--- src/serial_port_pkg.sv ---
// Notes on behaviour
// - default bit rate is 115200 b/s after initialisation
// - frames are eight data bits, no parity, one stop bit
// - low line is zero data or control ON, high is one or OFF
// - main port: drive rx data, set-ready, carrier, ring; sample tx data, terminal-ready
// - clear-to-send is our flow output; request-to-send gates our sending on the main port only
// - unsolicited reports go out only if terminal-ready is low when written, main port only
// - serial port is command path only when usb path is not enabled
// - usb path chosen only if bus voltage valid when boot completes and held
// - after boot, port is initialised and enabled if usb path is off
// - in command mode every received character is a command character
// - bit rate is configurable and applies to following frames
// - no automatic rate or format detection
// - aux port: carrier out data, terminal-ready in data, ring flow out, set-ready held OFF
// - status lines are modem lines or aux port, never both
// - main port may carry a multiplexer with hdlc-style framing; CTRL_MUX_EN is only stored, no mux or framing is built
// - mux channels: 0 control, 1 commands, 2 dial-up, 3 positioning
`default_nettype none
package serial_port_pkg;
  localparam int unsigned CLK_HZ = 10_000_000;
  localparam int unsigned DEFAULT_BAUD = 115_200;
  // rounded to nearest count of clocks per bit
  localparam logic [15:0] DEFAULT_DIV = 16'((CLK_HZ + DEFAULT_BAUD / 2) / DEFAULT_BAUD);
  localparam int unsigned DATA_BITS = 8;
  localparam logic [11:0] ADDR_DIV = 12'h000;
  localparam logic [11:0] ADDR_CTRL = 12'h004;
  localparam logic [11:0] ADDR_STATUS = 12'h008;
  localparam logic [11:0] ADDR_TXDATA = 12'h00c;
  localparam logic [11:0] ADDR_RXDATA = 12'h010;
  localparam logic [11:0] ADDR_MODEM = 12'h014;
  localparam int unsigned CTRL_AUX_SEL = 0;
  localparam int unsigned CTRL_MUX_EN = 1;
  localparam int unsigned CTRL_FLOW_EN = 2;
  localparam int unsigned CTRL_REPORT = 3;
  localparam int unsigned CTRL_DATA_MODE = 4;
  localparam logic [4:0] CTRL_RESET = 5'h04;
  localparam int unsigned MODEM_DSR = 0;
  localparam int unsigned MODEM_DCD = 1;
  localparam int unsigned MODEM_RI = 2;
  localparam logic [2:0] MODEM_RESET = 3'h0;
  localparam logic [1:0] CH_MUX_CTRL = 2'h0;
  localparam logic [1:0] CH_COMMAND = 2'h1;
  localparam logic [1:0] CH_DIAL_UP = 2'h2;
  localparam logic [1:0] CH_POSITION = 2'h3;
  localparam logic [7:0] HDLC_FLAG = 8'hf9;
  typedef enum logic [1:0] {TX_IDLE, TX_START, TX_DATA, TX_STOP} tx_state_t;
  typedef enum logic [1:0] {RX_IDLE, RX_START, RX_DATA, RX_STOP} rx_state_t;
endpackage
`default_nettype wire

--- src/serial_port.sv ---
`default_nettype none
module serial_port
  import serial_port_pkg::*;
(
  input wire logic I_CLK,
  input wire logic I_RST_N,
  input wire logic [31:0] I_HADDR,
  input wire logic [1:0] I_HTRANS,
  input wire logic I_HWRITE,
  input wire logic [2:0] I_HSIZE,
  input wire logic [31:0] I_HWDATA,
  input wire logic I_HSEL,
  input wire logic I_HREADY,
  output logic [31:0] O_HRDATA,
  output logic O_HREADYOUT,
  output logic O_HRESP,
  input wire logic I_USB_BUS_VOLTAGE_SENSE,
  input wire logic I_BOOT_DONE,
  input wire logic I_TXD,
  input wire logic I_RTS_N,
  input wire logic I_DTR_N,
  output logic O_RXD,
  output logic O_CTS_N,
  output logic O_DSR_N,
  output logic O_DCD_N,
  output logic O_RI_N,
  output logic O_PORT_ENABLED,
  output logic O_USB_SELECTED
);
  timeunit 1ns;
  timeprecision 1ns;
  // 2-flop synchronisers for pins
  logic [4:0] s1_q, s2_q;
  always_ff @(posedge I_CLK or negedge I_RST_N) begin
    if (!I_RST_N) begin
      // idle pin levels: sense and boot low, serial and control lines OFF
      s1_q <= 5'h0e;
      s2_q <= 5'h0e;
    end else begin
      s1_q <= {I_USB_BUS_VOLTAGE_SENSE, I_TXD, I_RTS_N, I_DTR_N, I_BOOT_DONE};
      s2_q <= s1_q;
    end
  end
  logic vbus_s, txd_s, rts_n_s, dtr_n_s, boot_s;
  assign {vbus_s, txd_s, rts_n_s, dtr_n_s, boot_s} = s2_q;

  // boot / path selection
  logic booted_q, booted_d, usb_q, usb_d, vbus_seen_q, vbus_seen_d;
  always_comb begin
    vbus_seen_d = vbus_seen_q;
    booted_d = booted_q | boot_s;
    usb_d = usb_q;
    if (!booted_q) begin
      vbus_seen_d = vbus_s;
      usb_d = vbus_s;
    end else if (!vbus_s) begin
      usb_d = 1'b0;
    end
  end
  always_ff @(posedge I_CLK or negedge I_RST_N) begin
    if (!I_RST_N) begin
      booted_q <= 1'b0;
      usb_q <= 1'b0;
      vbus_seen_q <= 1'b0;
    end else begin
      booted_q <= booted_d;
      usb_q <= usb_d;
      vbus_seen_q <= vbus_seen_d;
    end
  end
  // usb path keeps the port off even if the sense drops later
  logic port_en;
  assign port_en = booted_q & ~vbus_seen_q;

  // registers
  logic [15:0] div_q, div_d;
  logic [4:0] ctrl_q, ctrl_d;
  logic [2:0] modem_q, modem_d;
  logic [7:0] txbuf_q, txbuf_d, rxbuf_q, rxbuf_d;
  logic txfull_q, txfull_d, rxfull_q, rxfull_d, ovr_q, ovr_d, frerr_q, frerr_d;
  logic [1:0] txch_q, txch_d;
  logic [31:0] rdata_q, rdata_d;
  logic [11:0] a_q, a_d;
  logic wr_q, wr_d, rd_q, rd_d;
  logic aux;
  assign aux = ctrl_q[CTRL_AUX_SEL];

  // serial engines
  tx_state_t ts_q, ts_d;
  rx_state_t rs_q, rs_d;
  logic [15:0] tcnt_q, tcnt_d, rcnt_q, rcnt_d;
  logic [2:0] tbit_q, tbit_d, rbit_q, rbit_d;
  logic [7:0] tsh_q, tsh_d, rsh_q, rsh_d;
  logic line_q, line_d;
  logic rx_done, rx_ok;
  logic rx_in, flow_in_n, tx_go;
  // aux port swaps data and flow onto status lines
  assign rx_in = aux ? dtr_n_s : txd_s;
  assign flow_in_n = aux ? dtr_n_s : rts_n_s;
  // host flow input gates sending on the main port only; there it must be held ON even without flow control
  assign tx_go = txfull_q & port_en & (aux ? 1'b1 : ~rts_n_s);

  function automatic logic [15:0] half(input logic [15:0] d);
    half = {1'b0, d[15:1]};
  endfunction

  always_comb begin
    ts_d = ts_q;
    tcnt_d = tcnt_q;
    tbit_d = tbit_q;
    tsh_d = tsh_q;
    line_d = line_q;
    unique case (ts_q)
      TX_IDLE: begin
        line_d = 1'b1;
        if (tx_go) begin
          ts_d = TX_START;
          tsh_d = txbuf_q;
          tcnt_d = div_q;
          line_d = 1'b0;
        end
      end
      TX_START, TX_DATA: begin
        if (tcnt_q <= 16'h0001) begin
          tcnt_d = div_q;
          if (ts_q == TX_START) begin
            ts_d = TX_DATA;
            tbit_d = 3'h0;
            line_d = tsh_q[0];
          end else if (tbit_q == 3'(DATA_BITS - 1)) begin
            ts_d = TX_STOP;
            line_d = 1'b1;
          end else begin
            tbit_d = tbit_q + 3'h1;
            tsh_d = {1'b0, tsh_q[7:1]};
            line_d = tsh_q[1];
          end
        end else begin
          tcnt_d = tcnt_q - 16'h0001;
        end
      end
      TX_STOP: begin
        if (tcnt_q <= 16'h0001) begin
          ts_d = TX_IDLE;
        end else begin
          tcnt_d = tcnt_q - 16'h0001;
        end
      end
    endcase
  end

  always_comb begin
    rs_d = rs_q;
    rcnt_d = rcnt_q;
    rbit_d = rbit_q;
    rsh_d = rsh_q;
    rx_done = 1'b0;
    rx_ok = 1'b0;
    unique case (rs_q)
      RX_IDLE: begin
        if (port_en && !rx_in) begin
          rs_d = RX_START;
          rcnt_d = half(div_q);
        end
      end
      RX_START: begin
        if (rcnt_q <= 16'h0001) begin
          rcnt_d = div_q;
          rbit_d = 3'h0;
          rs_d = rx_in ? RX_IDLE : RX_DATA;
        end else begin
          rcnt_d = rcnt_q - 16'h0001;
        end
      end
      RX_DATA: begin
        if (rcnt_q <= 16'h0001) begin
          rcnt_d = div_q;
          rsh_d = {rx_in, rsh_q[7:1]};
          if (rbit_q == 3'(DATA_BITS - 1)) begin
            rs_d = RX_STOP;
          end else begin
            rbit_d = rbit_q + 3'h1;
          end
        end else begin
          rcnt_d = rcnt_q - 16'h0001;
        end
      end
      RX_STOP: begin
        if (rcnt_q <= 16'h0001) begin
          rs_d = RX_IDLE;
          rx_done = 1'b1;
          rx_ok = rx_in;
        end else begin
          rcnt_d = rcnt_q - 16'h0001;
        end
      end
    endcase
  end

  // bus and register next state
  logic take;
  assign take = I_HSEL & I_HREADY & I_HTRANS[1];
  always_comb begin
    div_d = div_q;
    ctrl_d = ctrl_q;
    modem_d = modem_q;
    txbuf_d = txbuf_q;
    txch_d = txch_q;
    rxbuf_d = rxbuf_q;
    txfull_d = txfull_q & ~(ts_q == TX_IDLE && tx_go);
    rxfull_d = rxfull_q;
    ovr_d = ovr_q;
    frerr_d = frerr_q;
    a_d = take ? I_HADDR[11:0] : a_q;
    wr_d = take & I_HWRITE;
    rd_d = take & ~I_HWRITE;
    rdata_d = 32'h0;
    if (wr_q) begin
      unique case (a_q)
        ADDR_DIV: begin
          if (I_HWDATA[15:0] >= 16'h0002) begin
            div_d = I_HWDATA[15:0];
          end
        end
        ADDR_CTRL: ctrl_d = I_HWDATA[4:0];
        ADDR_TXDATA: begin
          if (!txfull_q) begin
            txbuf_d = I_HWDATA[7:0];
            txch_d = I_HWDATA[9:8];
            // reports dropped if written on the main port while terminal-ready is OFF
            if (!(I_HWDATA[10] && ctrl_q[CTRL_REPORT] && dtr_n_s && !aux)) begin
              txfull_d = 1'b1;
            end
          end
        end
        ADDR_MODEM: modem_d = I_HWDATA[2:0];
        ADDR_STATUS: begin
          if (I_HWDATA[2]) ovr_d = 1'b0;
          if (I_HWDATA[3]) frerr_d = 1'b0;
        end
        default: ;
      endcase
    end
    if (rd_q && a_q == ADDR_RXDATA) rxfull_d = 1'b0;
    // set wins over clear
    if (rx_done) begin
      if (rx_ok) begin
        if (rxfull_q && !(rd_q && a_q == ADDR_RXDATA)) ovr_d = 1'b1;
        rxbuf_d = rsh_q;
        rxfull_d = 1'b1;
      end else begin
        frerr_d = 1'b1;
      end
    end
    if (take && !I_HWRITE) begin
      unique case (I_HADDR[11:0])
        ADDR_DIV: rdata_d = {16'h0, div_q};
        ADDR_CTRL: rdata_d = {27'h0, ctrl_q};
        ADDR_STATUS: rdata_d = {24'h0, ~dtr_n_s, ~rts_n_s, usb_q, port_en, frerr_q, ovr_q,
                                rxfull_q, txfull_q};
        ADDR_RXDATA: rdata_d = {24'h0, rxbuf_q};
        ADDR_MODEM: rdata_d = {29'h0, modem_q};
        ADDR_TXDATA: rdata_d = {22'h0, txch_q, txbuf_q};
        default: rdata_d = 32'h0;
      endcase
    end
  end

  always_ff @(posedge I_CLK or negedge I_RST_N) begin
    if (!I_RST_N) begin
      div_q <= DEFAULT_DIV;
      ctrl_q <= CTRL_RESET;
      modem_q <= MODEM_RESET;
      txbuf_q <= 8'h00;
      txch_q <= CH_COMMAND;
      rxbuf_q <= 8'h00;
      txfull_q <= 1'b0;
      rxfull_q <= 1'b0;
      ovr_q <= 1'b0;
      frerr_q <= 1'b0;
      rdata_q <= 32'h0;
      a_q <= 12'h000;
      wr_q <= 1'b0;
      rd_q <= 1'b0;
      ts_q <= TX_IDLE;
      rs_q <= RX_IDLE;
      tcnt_q <= 16'h0;
      rcnt_q <= 16'h0;
      tbit_q <= 3'h0;
      rbit_q <= 3'h0;
      tsh_q <= 8'h00;
      rsh_q <= 8'h00;
      line_q <= 1'b1;
    end else begin
      div_q <= div_d;
      ctrl_q <= ctrl_d;
      modem_q <= modem_d;
      txbuf_q <= txbuf_d;
      txch_q <= txch_d;
      rxbuf_q <= rxbuf_d;
      txfull_q <= txfull_d;
      rxfull_q <= rxfull_d;
      ovr_q <= ovr_d;
      frerr_q <= frerr_d;
      rdata_q <= rdata_d;
      a_q <= a_d;
      wr_q <= wr_d;
      rd_q <= rd_d;
      ts_q <= ts_d;
      rs_q <= rs_d;
      tcnt_q <= tcnt_d;
      rcnt_q <= rcnt_d;
      tbit_q <= tbit_d;
      rbit_q <= rbit_d;
      tsh_q <= tsh_d;
      rsh_q <= rsh_d;
      line_q <= line_d;
    end
  end

  // pin mapping, low = ON
  logic cts_n;
  assign cts_n = ~(port_en & ~rxfull_q);
  assign O_RXD = aux ? 1'b1 : line_q;
  assign O_CTS_N = cts_n;
  assign O_DCD_N = aux ? line_q : ~modem_q[MODEM_DCD];
  assign O_RI_N = aux ? cts_n : ~modem_q[MODEM_RI];
  assign O_DSR_N = ~modem_q[MODEM_DSR] | aux;
  assign O_PORT_ENABLED = port_en;
  assign O_USB_SELECTED = usb_q;
  assign O_HRDATA = rdata_q;
  assign O_HREADYOUT = 1'b1;
  assign O_HRESP = 1'b0;
  logic unused;
  assign unused = ^{I_HADDR[31:12], I_HADDR[1:0], I_HSIZE, I_HWDATA[31:11], flow_in_n,
                    ctrl_q[CTRL_MUX_EN], ctrl_q[CTRL_DATA_MODE], ctrl_q[CTRL_FLOW_EN]};
endmodule
`default_nettype wire

--- config.mk ---
export PLATFORM = sky130hd
export DESIGN_NAME = serial_port
export DESIGN_NICKNAME = d
export VERILOG_FILES = /design/src/serial_port_pkg.sv /design/src/serial_port.sv
export SDC_FILE = /design/constraint.sdc
export NUM_CORES = 1
export LEC_CHECK = 0
export BUFFER_PORTS_ARGS = -buffer_cell sky130_fd_sc_hd__buf_4
export CAP_MARGIN = 20
export CELL_PAD_IN_SITES_DETAIL_PLACEMENT = 2
export CELL_PAD_IN_SITES_GLOBAL_PLACEMENT = 2
export CORE_MARGIN = 2
export CORE_UTILIZATION = 40
export CTS_CLUSTER_DIAMETER = 60
export DETAILED_ROUTE_END_ITERATION = 10
export GPL_TIMING_DRIVEN = 0
export PLACE_DENSITY_LB_ADDON = 0.1
export SYNTH_ARGS = -nofsm -noshare
export SYNTH_HDL_FRONTEND = slang
export SYNTH_SLANG_ARGS = --single-unit
--- constraint.sdc ---
create_clock -name I_CLK -period 5.93 [get_ports I_CLK]
set_clock_uncertainty 0.05 [all_clocks]
set_input_delay 0.8895 -clock I_CLK [delete_from_list [all_inputs] [get_ports I_CLK]]
set_output_delay 0.8895 -clock I_CLK [all_outputs]
set_load 0.005 [all_outputs]
Word level (Yosys, flattened, before mapping)
Index checks and enable logic that the tools add are counted.
{"block": "word_totals", "register_bits": 164, "input_bits": 79, "output_inout_bits": 41, "word_cells": 193}
{"block": "op_classes", "n_addsub": 4, "n_lt_le_gt_ge": 3, "n_eq_ne": 34, "mux": 68, "bitwise_logic": 22, "reduce_logical": 34}
{"operator": "16-bit 2-to-1 mux", "n": 7}
{"operator": "16-bit case mux with 3 select lines", "n": 2}
{"operator": "16-bit case mux with 6 select lines", "n": 1}
{"operator": "12-bit by 4-bit == test with 1-bit output, second input constant", "n": 4}
{"operator": "12-bit by 5-bit == test with 1-bit output, second input constant", "n": 4}
{"operator": "1-bit 2-to-1 mux", "n": 33}
{"operator": "16-bit by 1-bit less-or-equal comparator with 1-bit output, second input constant", "n": 2}
{"operator": "8-bit 2-to-1 mux", "n": 4}
{"operator": "16-bit by 1-bit subtractor with 16-bit output, second input constant", "n": 2}
{"operator": "2-bit inequality test, second input constant", "n": 15}
{"operator": "12-bit by 3-bit == test with 1-bit output, second input constant", "n": 2}
{"operator": "12-bit zero test", "n": 2}
{"operator": "2-bit 2-to-1 mux", "n": 11}
{"operator": "16-bit by 2-bit greater-or-equal comparator with 1-bit output, second input constant", "n": 1}
{"operator": "8-bit case mux with 2 select lines", "n": 1}
{"operator": "3-bit 2-to-1 mux", "n": 5}
{"operator": "2-bit AND reduction", "n": 7}
{"operator": "1-bit NOT", "n": 11}
{"operator": "5-bit AND reduction", "n": 2}
{"operator": "1-bit AND", "n": 9}
{"operator": "3-bit AND reduction", "n": 3}
{"operator": "2-bit == test, second input constant", "n": 4}
{"operator": "1-bit logical AND", "n": 8}
{"operator": "2-bit case mux with 4 select lines", "n": 1}
{"operator": "13 further kinds", "n": 24}

Depth between registers and ports, before layout
Gate-level depths: netlist of the first run.
{"block": "depth", "ltp_word": 11, "mapped_depth": 10, "depth_no_buf": 8}

Least setup slack after synthesis of the first run
Ideal clock, no wire load.
{"block": "synth_path", "kind": "input -> register", "start": "input I_HWDATA[8]", "end": "register div_q[10]", "setup_ns": 0.125, "arrival_time_ns": 2.194, "required_ns": 5.755, "slack_ns": 3.562, "stages": 5, "n_path_buf": 1, "path_cell_list": "nor4_1 nand4_1 nand3_1 clkbuf_1 mux2_2"}
{"block": "synth_via", "elab_chain_cells": 2}
{"item": "start: declaration", "line": "serial_port.sv:11", "source": "input wire logic [31:0] I_HWDATA,"}
{"item": "16-bit by 2-bit greater-or-equal comparator with 1-bit output", "line": "serial_port.sv:221", "source": "if (I_HWDATA[15:0] >= 16'h0002) begin"}
{"item": "3-bit AND reduction (no line)"}
{"item": "end signal: assignment", "line": "serial_port.sv:295", "source": "div_q <= div_d;"}
{"item": "end: declaration", "line": "serial_port.sv:76", "source": "logic [15:0] div_q, div_d;"}
No other way between the ends.
A chain may end at the register's enable or synchronous reset.

Worst setup path in the final report of the first run
{"block": "layout_path", "start": "input I_HTRANS[1]", "end": "register rdata_q[11] (netlist: O_HRDATA[11])"}
{"block": "layout_via", "elab_chain_cells": 3}
{"item": "start: declaration", "line": "serial_port.sv:8", "source": "input wire logic [1:0] I_HTRANS,"}
{"item": "1-bit AND", "line": "serial_port.sv:202", "source": "assign take = I_HSEL & I_HREADY & I_HTRANS[1];"}
{"item": "1-bit logical AND", "line": "serial_port.sv:255", "source": "if (take && !I_HWRITE) begin"}
{"item": "16-bit 2-to-1 mux", "line": "serial_port.sv:255"}
{"item": "net rdata_d[11]", "line": "serial_port.sv:82", "source": "logic [31:0] rdata_q, rdata_d;"}
{"item": "end signal: assignment", "line": "serial_port.sv:305", "source": "rdata_q <= rdata_d;"}
{"item": "end: declaration", "line": "serial_port.sv:82"}
The timed path passes the listed nets, and every way through them passes these cells.

==> metrics.txt, run 1 <==
status completed; max-cap violation count 0; initial core utilization 0.4085; family with the most delay on the worst path simple AND/OR/NAND/NOR gates; DRT Pass-1 Iters 5; Die Height between 100 and 150 µm; leakage approximately 4.2 nW; worst path arrival time about 3200 ps; wire per inst 24.36 µm; largest cells by area after synthesis dfrtp_1, mux2_2, dfstp_2, o21ai_0, ha_1; clk slew on worst S/H paths 70 ps; Max Root-Sink Buffers 2; post-CTS setup buffers 0; post-synth cell types 63; HP Class register to register; Final Hold Viols 0; yosys warns 0; Setup Crit Path Kind primary input to register; Post-Syn Area per Cell about 11 µm²; H-tree depth 4; layout cells sized above 1 0.2935; antenna violations before repair 0; hold depth 0; nets about 900; Mapped Area ~7600 µm²; die span in x ~140 µm; post-cts resize count 0; Final HPWL DP between 15000 and 20000 µm; pin count of the biggest net entering global routing just under 100; worst vdd ir 0.0001987 V; Ports 120; Crit Path Max Fanout 9; CP startpoint kind primary input; Core Area between 15000 and 20000 µm²; Worst-Margin Slew between 800 and 900 ps; first-pass GRT wire length 39880 µm; highest clock rate 335.2 MHz; Die Area approximately 20000 µm²; final wirelength about 25000 µm; Reg2Reg Depth 6; Critical Path Sink Type register; Crit path required time ~6100 ps; most common cell after layout, fill and taps aside dfrtp_1; Diodes inserted 0; grt total ovfl 0; Post-synth top flop dfrtp_1; clock root buffer clkbuf_16; commonest non-fill, non-tap cells in the layout dfrtp_1, buf_4, mux2_2, nor2_1; total chip power just over 0.004 W; top-area cell type share of the netlist area 0.4388; Worst-Skew Late Latency between 400 and 500 ps; fin crit share 0.5031; CTS tree built; DRC Markers 0; CTS buffer count 17; sequential cell area fraction in the yosys report 0.4870; RSZ-0062 raised after global routing false; Clock Sinks roughly 150; cell breakdown of the critical path buf_4 -> nand3_1 -> nor2_1 -> nand4_1 -> or2_2 -> clkbuf_1 -> nor4b_1; Slowest Stage Delay on Critical Path about 620 ps; slowest CP cell nor4b_1; Vias/cell between 5 and 6; Slew Limit Fails 0; min cycle time layout a little under 3000 ps; Power Dens Cells between 400 and 500 nW/µm²; setup violators final 0; Fin Setup TNS 0 ps; number of port buffers between 50 and 60; Rows 50; CP Depth 7; Mapped Cells a little under 700; total vias in the final route 5973; routability cong. just over 0.8; r2r setup slk approximately 3200 ps; Async SR Flop Fraction 1.000; hold_buf cts 0; DR iter-0 viols 488; area growth from synthesis to final layout 18.80%; Final ANT Viol Nets 0; Total Routing Usage GR 0.2634; Yosys top cell by area dfrtp_1; Yosys reg bits between 100 and 150; CP bufs+invs 2; vias in the first global route 6726; slew margin rel. 0.4570; Post-synth EDFFs 0
## synthesized netlist by cell type, types with 5 or more instances
cell and number:
a22oi_1 7, nor3_1 18, or3_1 5, o2bb2ai_1 6, buf_2 6, ha_1 15, nand2b_1 5, nand3_1 17
a31oi_1 8, xnor2_1 7, mux2_2 75, a22o_1 14, nor2b_1 6, o21ai_0 40, dfstp_2 14, nor4_1 17
clkbuf_1 25, mux2_4 10, a32o_1 5, buf_4 19, a221o_1 5, nor2_1 46, mux2i_1 13, xor2_1 7
dfrtp_1 134, inv_1 28, nand2_1 40, a21oi_1 35
## sequential cells by signal (all words and copies together) (netlist names), 5 cells and up, named ones only
| signal | cells |
|---|---|
| s2_q | 5 |
| txbuf_q | 8 |
| ctrl_q | 5 |
| a_q | 12 |
| s1_q | 5 |
| tsh_q | 8 |
| O_HRDATA | 16 |
| tcnt_q | 16 |
| rxbuf_q | 8 |
| rcnt_q | 16 |
| rsh_q | 8 |
| div_q | 16 |
## worst reg2reg max path, cell delays in order, from the launching register on
cell and delay, ps:
dfrtp_1 460, nor3_2 340, nand3_1 290, nor3_2 650, mux2_2 420, a221oi_1 300
o31ai_1 130
## power breakdown
part,internal (W),total (W),switching [W]
Combinational,0.000591,0.00161,0.00102
Clock,0.000641,0.00115,0.000510
Sequential,0.00115,0.00130,0.000145
Total,0.00238,0.00406,0.00167
## worst paths after layout
check	start	to
max in group asynchronous	I_RST_N	s2_q[1]
min reg2reg	s1_q[0]	s2_q[0]
min	s1_q[0]	s2_q[0]
max reg2reg	rcnt_q[8]	rcnt_q[0]
min in group asynchronous	I_RST_N	tcnt_q[6]
max	I_HTRANS[1]	O_HRDATA[11]
## final cells by class
cell class,count,area (µm²)
inverter,28,105.1
clock inverter,15,183.9
buffer,53,292.8
timing repair buffer,60,474.2
fill,1899,9628
clock buffer,17,425.4
tap,234,292.8
sequential,148,3721
multi-input combinational,483,3582
## routing by layer
layer  wire length [µm]  GRT usage  part of all wire
met5                  0          0                 0
met2              12830     0.4546              0.51
met3                926    0.05148             0.037
met4                459    0.07789             0.018
met1              11070     0.3360              0.44
## per-stage QoR
stage               cell area, µm²  std cells    util  setup WS, ps  hold slack [ps]
floorplan                     7701        712       -          3562            281.2
global placement              8437       1005  0.4510          2703            283.0
detailed placement            8468       1006  0.4527          2566            291.0
CTS                           9077       1038  0.4853          2977            307.9
global route                  9077       1038  0.4853          2847            315.0
finish                        9077       1038  0.4853          2946            306.8
## cells by family (layout without fill, tap and decap cells)
| logic type | after synthesis | after routing | share of synthesized area |
|---|---|---|---|
| compound gates | 152 | 152 | 0.1351 |
| fa+ha+maj | 15 | 15 | 0.02456 |
| simple gates | 182 | 182 | 0.1253 |
| flops | 148 | 148 | 0.4870 |
| other cells | 2 | 18 | 0.0009828 |
| mux | 102 | 102 | 0.1590 |
| xor+xnor | 14 | 14 | 0.01605 |
| buf+inv | 81 | 173 | 0.05207 |
Note: power is estimated with default switching activity, not from simulation.
==> run 2, diff against run 1 <==
- CORE_UTILIZATION: 40 -> 37
- clock period: 5.93 -> 2.98 ns (I/O delays scaled with it)
==> run 2 against run 1 <==
Compared with the run above: clock-buffer cell count did not move; sequential cell count did not move; via count rose by 0.54%; utilization fell by 3.4 points; routed wire length fell by 1.4%; worst setup slack got worse by 2700 ps; non-clock buffer count rose by 1; global-route usage fell by 2.2 points; combinational power rose by 100%; die area rose by 7.9%; critical path type is now register to register; critical endpoint is now rcnt_q[10].
==> metrics.txt, run 2 (same netlist as run 1, synthesis figures left out) <==
status completed; nets roughly 890; routability cong. between 0.8 and 0.9; Setup Crit Path Kind register to register; Ports 120; Max Root-Sink Buffers 2; pre-CTS setup slack roughly 170 ps; slew margin rel. 0.3881; die span in x between 100 and 150 µm; pin count of the biggest net entering global routing 84; CTS buffer count 17; Total Routing Usage GR 0.2413; clk slew on worst S/H paths around 70 ps; Crit Path Max Fanout 5; Die Height 147.7 µm; Fin Setup TNS 0 ps; Vias/cell roughly 5.6; Final ANT Viol Nets 0; DR iter-0 viols between 200 and 250; wire per inst roughly 23 µm; Worst-Margin Slew 909.5 ps; highest clock rate 371.3 MHz; min cycle time layout roughly 2700 ps; clock root buffer clkbuf_16; most common cell after layout, fill and taps aside dfrtp_1; number of port buffers 59; Final Worst Setup Slack between 200 and 300 ps; sw frac 0.4189; DRT Pass-1 Iters 4; Worst-Skew Late Latency 440 ps; final wirelength between 20000 and 25000 µm; DRC Markers 0; Core Area 20230 µm²; grt total ovfl 0; initial core utilization 0.3776; Crit path required time 3270 ps; HP Class primary input to register; RSZ-0062 raised after global routing false; clock share of power 0.280; antenna violations before repair 0; Comb pwr share 0.402; first-pass GRT wire length approximately 40000 µm; Rows 52; Power Dens Cells between 800 and 900 nW/µm²; Final HPWL DP about 18000 µm; switching power of the nets about 0.0034 W; Critical Path Sink Type register; total vias in the final route 6005; Sequential Power Share 0.318; CTS tree built; Internal 0.004686 W; leakage roughly 4.2 nW; Slew Limit Fails 0; fin crit share 0.9037; H-tree depth 4; Die Area around 22000 µm²; worst path arrival time 2980 ps; layout cells sized above 1 0.2944; Multi-input gate area between 3000 and 4000 µm²; total chip power 0.008064 W; flip-flop and latch area about 3700 µm²; max-cap violation count 0; commonest non-fill, non-tap cells in the layout dfrtp_1, buf_4, mux2_2, nor2_1; vias in the first global route between 6k and 7k; Diodes inserted 0; setup violators final 0; area growth from synthesis to final layout 19.53%; CP startpoint kind register; Final Hold Viols 0; worst vdd ir between 0.0004 and 0.0005 V; Fill cells 2117; Clock Sinks around 150
-- run 2: changes by cell type in the layout (fill, tap and decap cells not counted) --
| cell | before | now |
|---|---|---|
| clkinv_2 | 2 | 0 |
| inv_8 | 4 | 6 |
| a21oi_1 | 35 | 34 |
| a21oi_2 | 0 | 1 |
| bufinv_16 | 2 | 1 |
| clkinv_8 | 1 | 2 |
| clkinvlp_4 | 0 | 1 |
| dlygate4sd3_1 | 0 | 1 |
| inv_6 | 6 | 5 |
-- run 2: cell type report --
cell class / count / share of cell area
flip-flops and latches: 148 / 0.4074
multi-input cells: 483 / 0.3926
repair buffers: 61 / 0.05301
clock buffers: 17 / 0.04658
well taps: 270 / 0.03699
plain buffers: 53 / 0.03205
clock inverters: 15 / 0.01986
inverters: 28 / 0.01151
-- run 2: final timing paths --
path	endpoint	cells past startpoint	slack [ps]	from
min reg2reg	s2_q[4]	0	310	s1_q[4]
min	s1_q[2]	1	60	I_RTS_N
max reg2reg	rcnt_q[10]	8	290	rcnt_q[0]
min in group asynchronous	tcnt_q[5]	2	570	I_RST_N
max	rcnt_q[10]	8	290	rcnt_q[0]
max in group asynchronous	s1_q[3]	3	1430	I_RST_N
-- run 2: critical path: stages (launching register included) --
cell and delay (ps):
dfrtp_1 430, inv_1 130, ha_1 270, nor3b_1 560, nand2_1 290, or3_1 380, xor2_1 150, o21a_1 170
o221ai_1 170
-- run 2: timing repair --
action                                  CTS  global route
endpoints found under the setup margin    0             1
hold buffers                              1             0
hold endpoints to repair                 17             0
buffers inserted                          0             0
gates resized for setup                   0             1
-- run 2: through the flow --
step,cells,utilization,hold WS (ps),area (µm²)
final,1075,0.4514,59.04,9134
after global routing,1075,0.4514,45.22,9134
after CTS,1075,0.4512,39.98,9130
after global placement,1041,0.4192,282.3,8482
after floorplan,712,-,101.4,7701
after detailed placement,1042,0.4207,296.3,8513
-- run 2: metal layers --
| layer | part of all wire | global-route usage |
|---|---|---|
| met4 | 0.023 | 0.08606 |
| met3 | 0.031 | 0.03920 |
| met1 | 0.44 | 0.3124 |
| met5 | 0 | 0 |
| met2 | 0.51 | 0.4102 |
-- run 2: power groups by stage --
stage,Combinational [W],Clock (W),Sequential (W)
after detailed placement,0.00319,0,0.00260
after global routing,0.00359,0.00238,0.00261
final,0.00324,0.00226,0.00256
after floorplan,0.00225,0,0.00251
after global placement,0.00300,0,0.00257
after CTS,0.00324,0.00231,0.00256
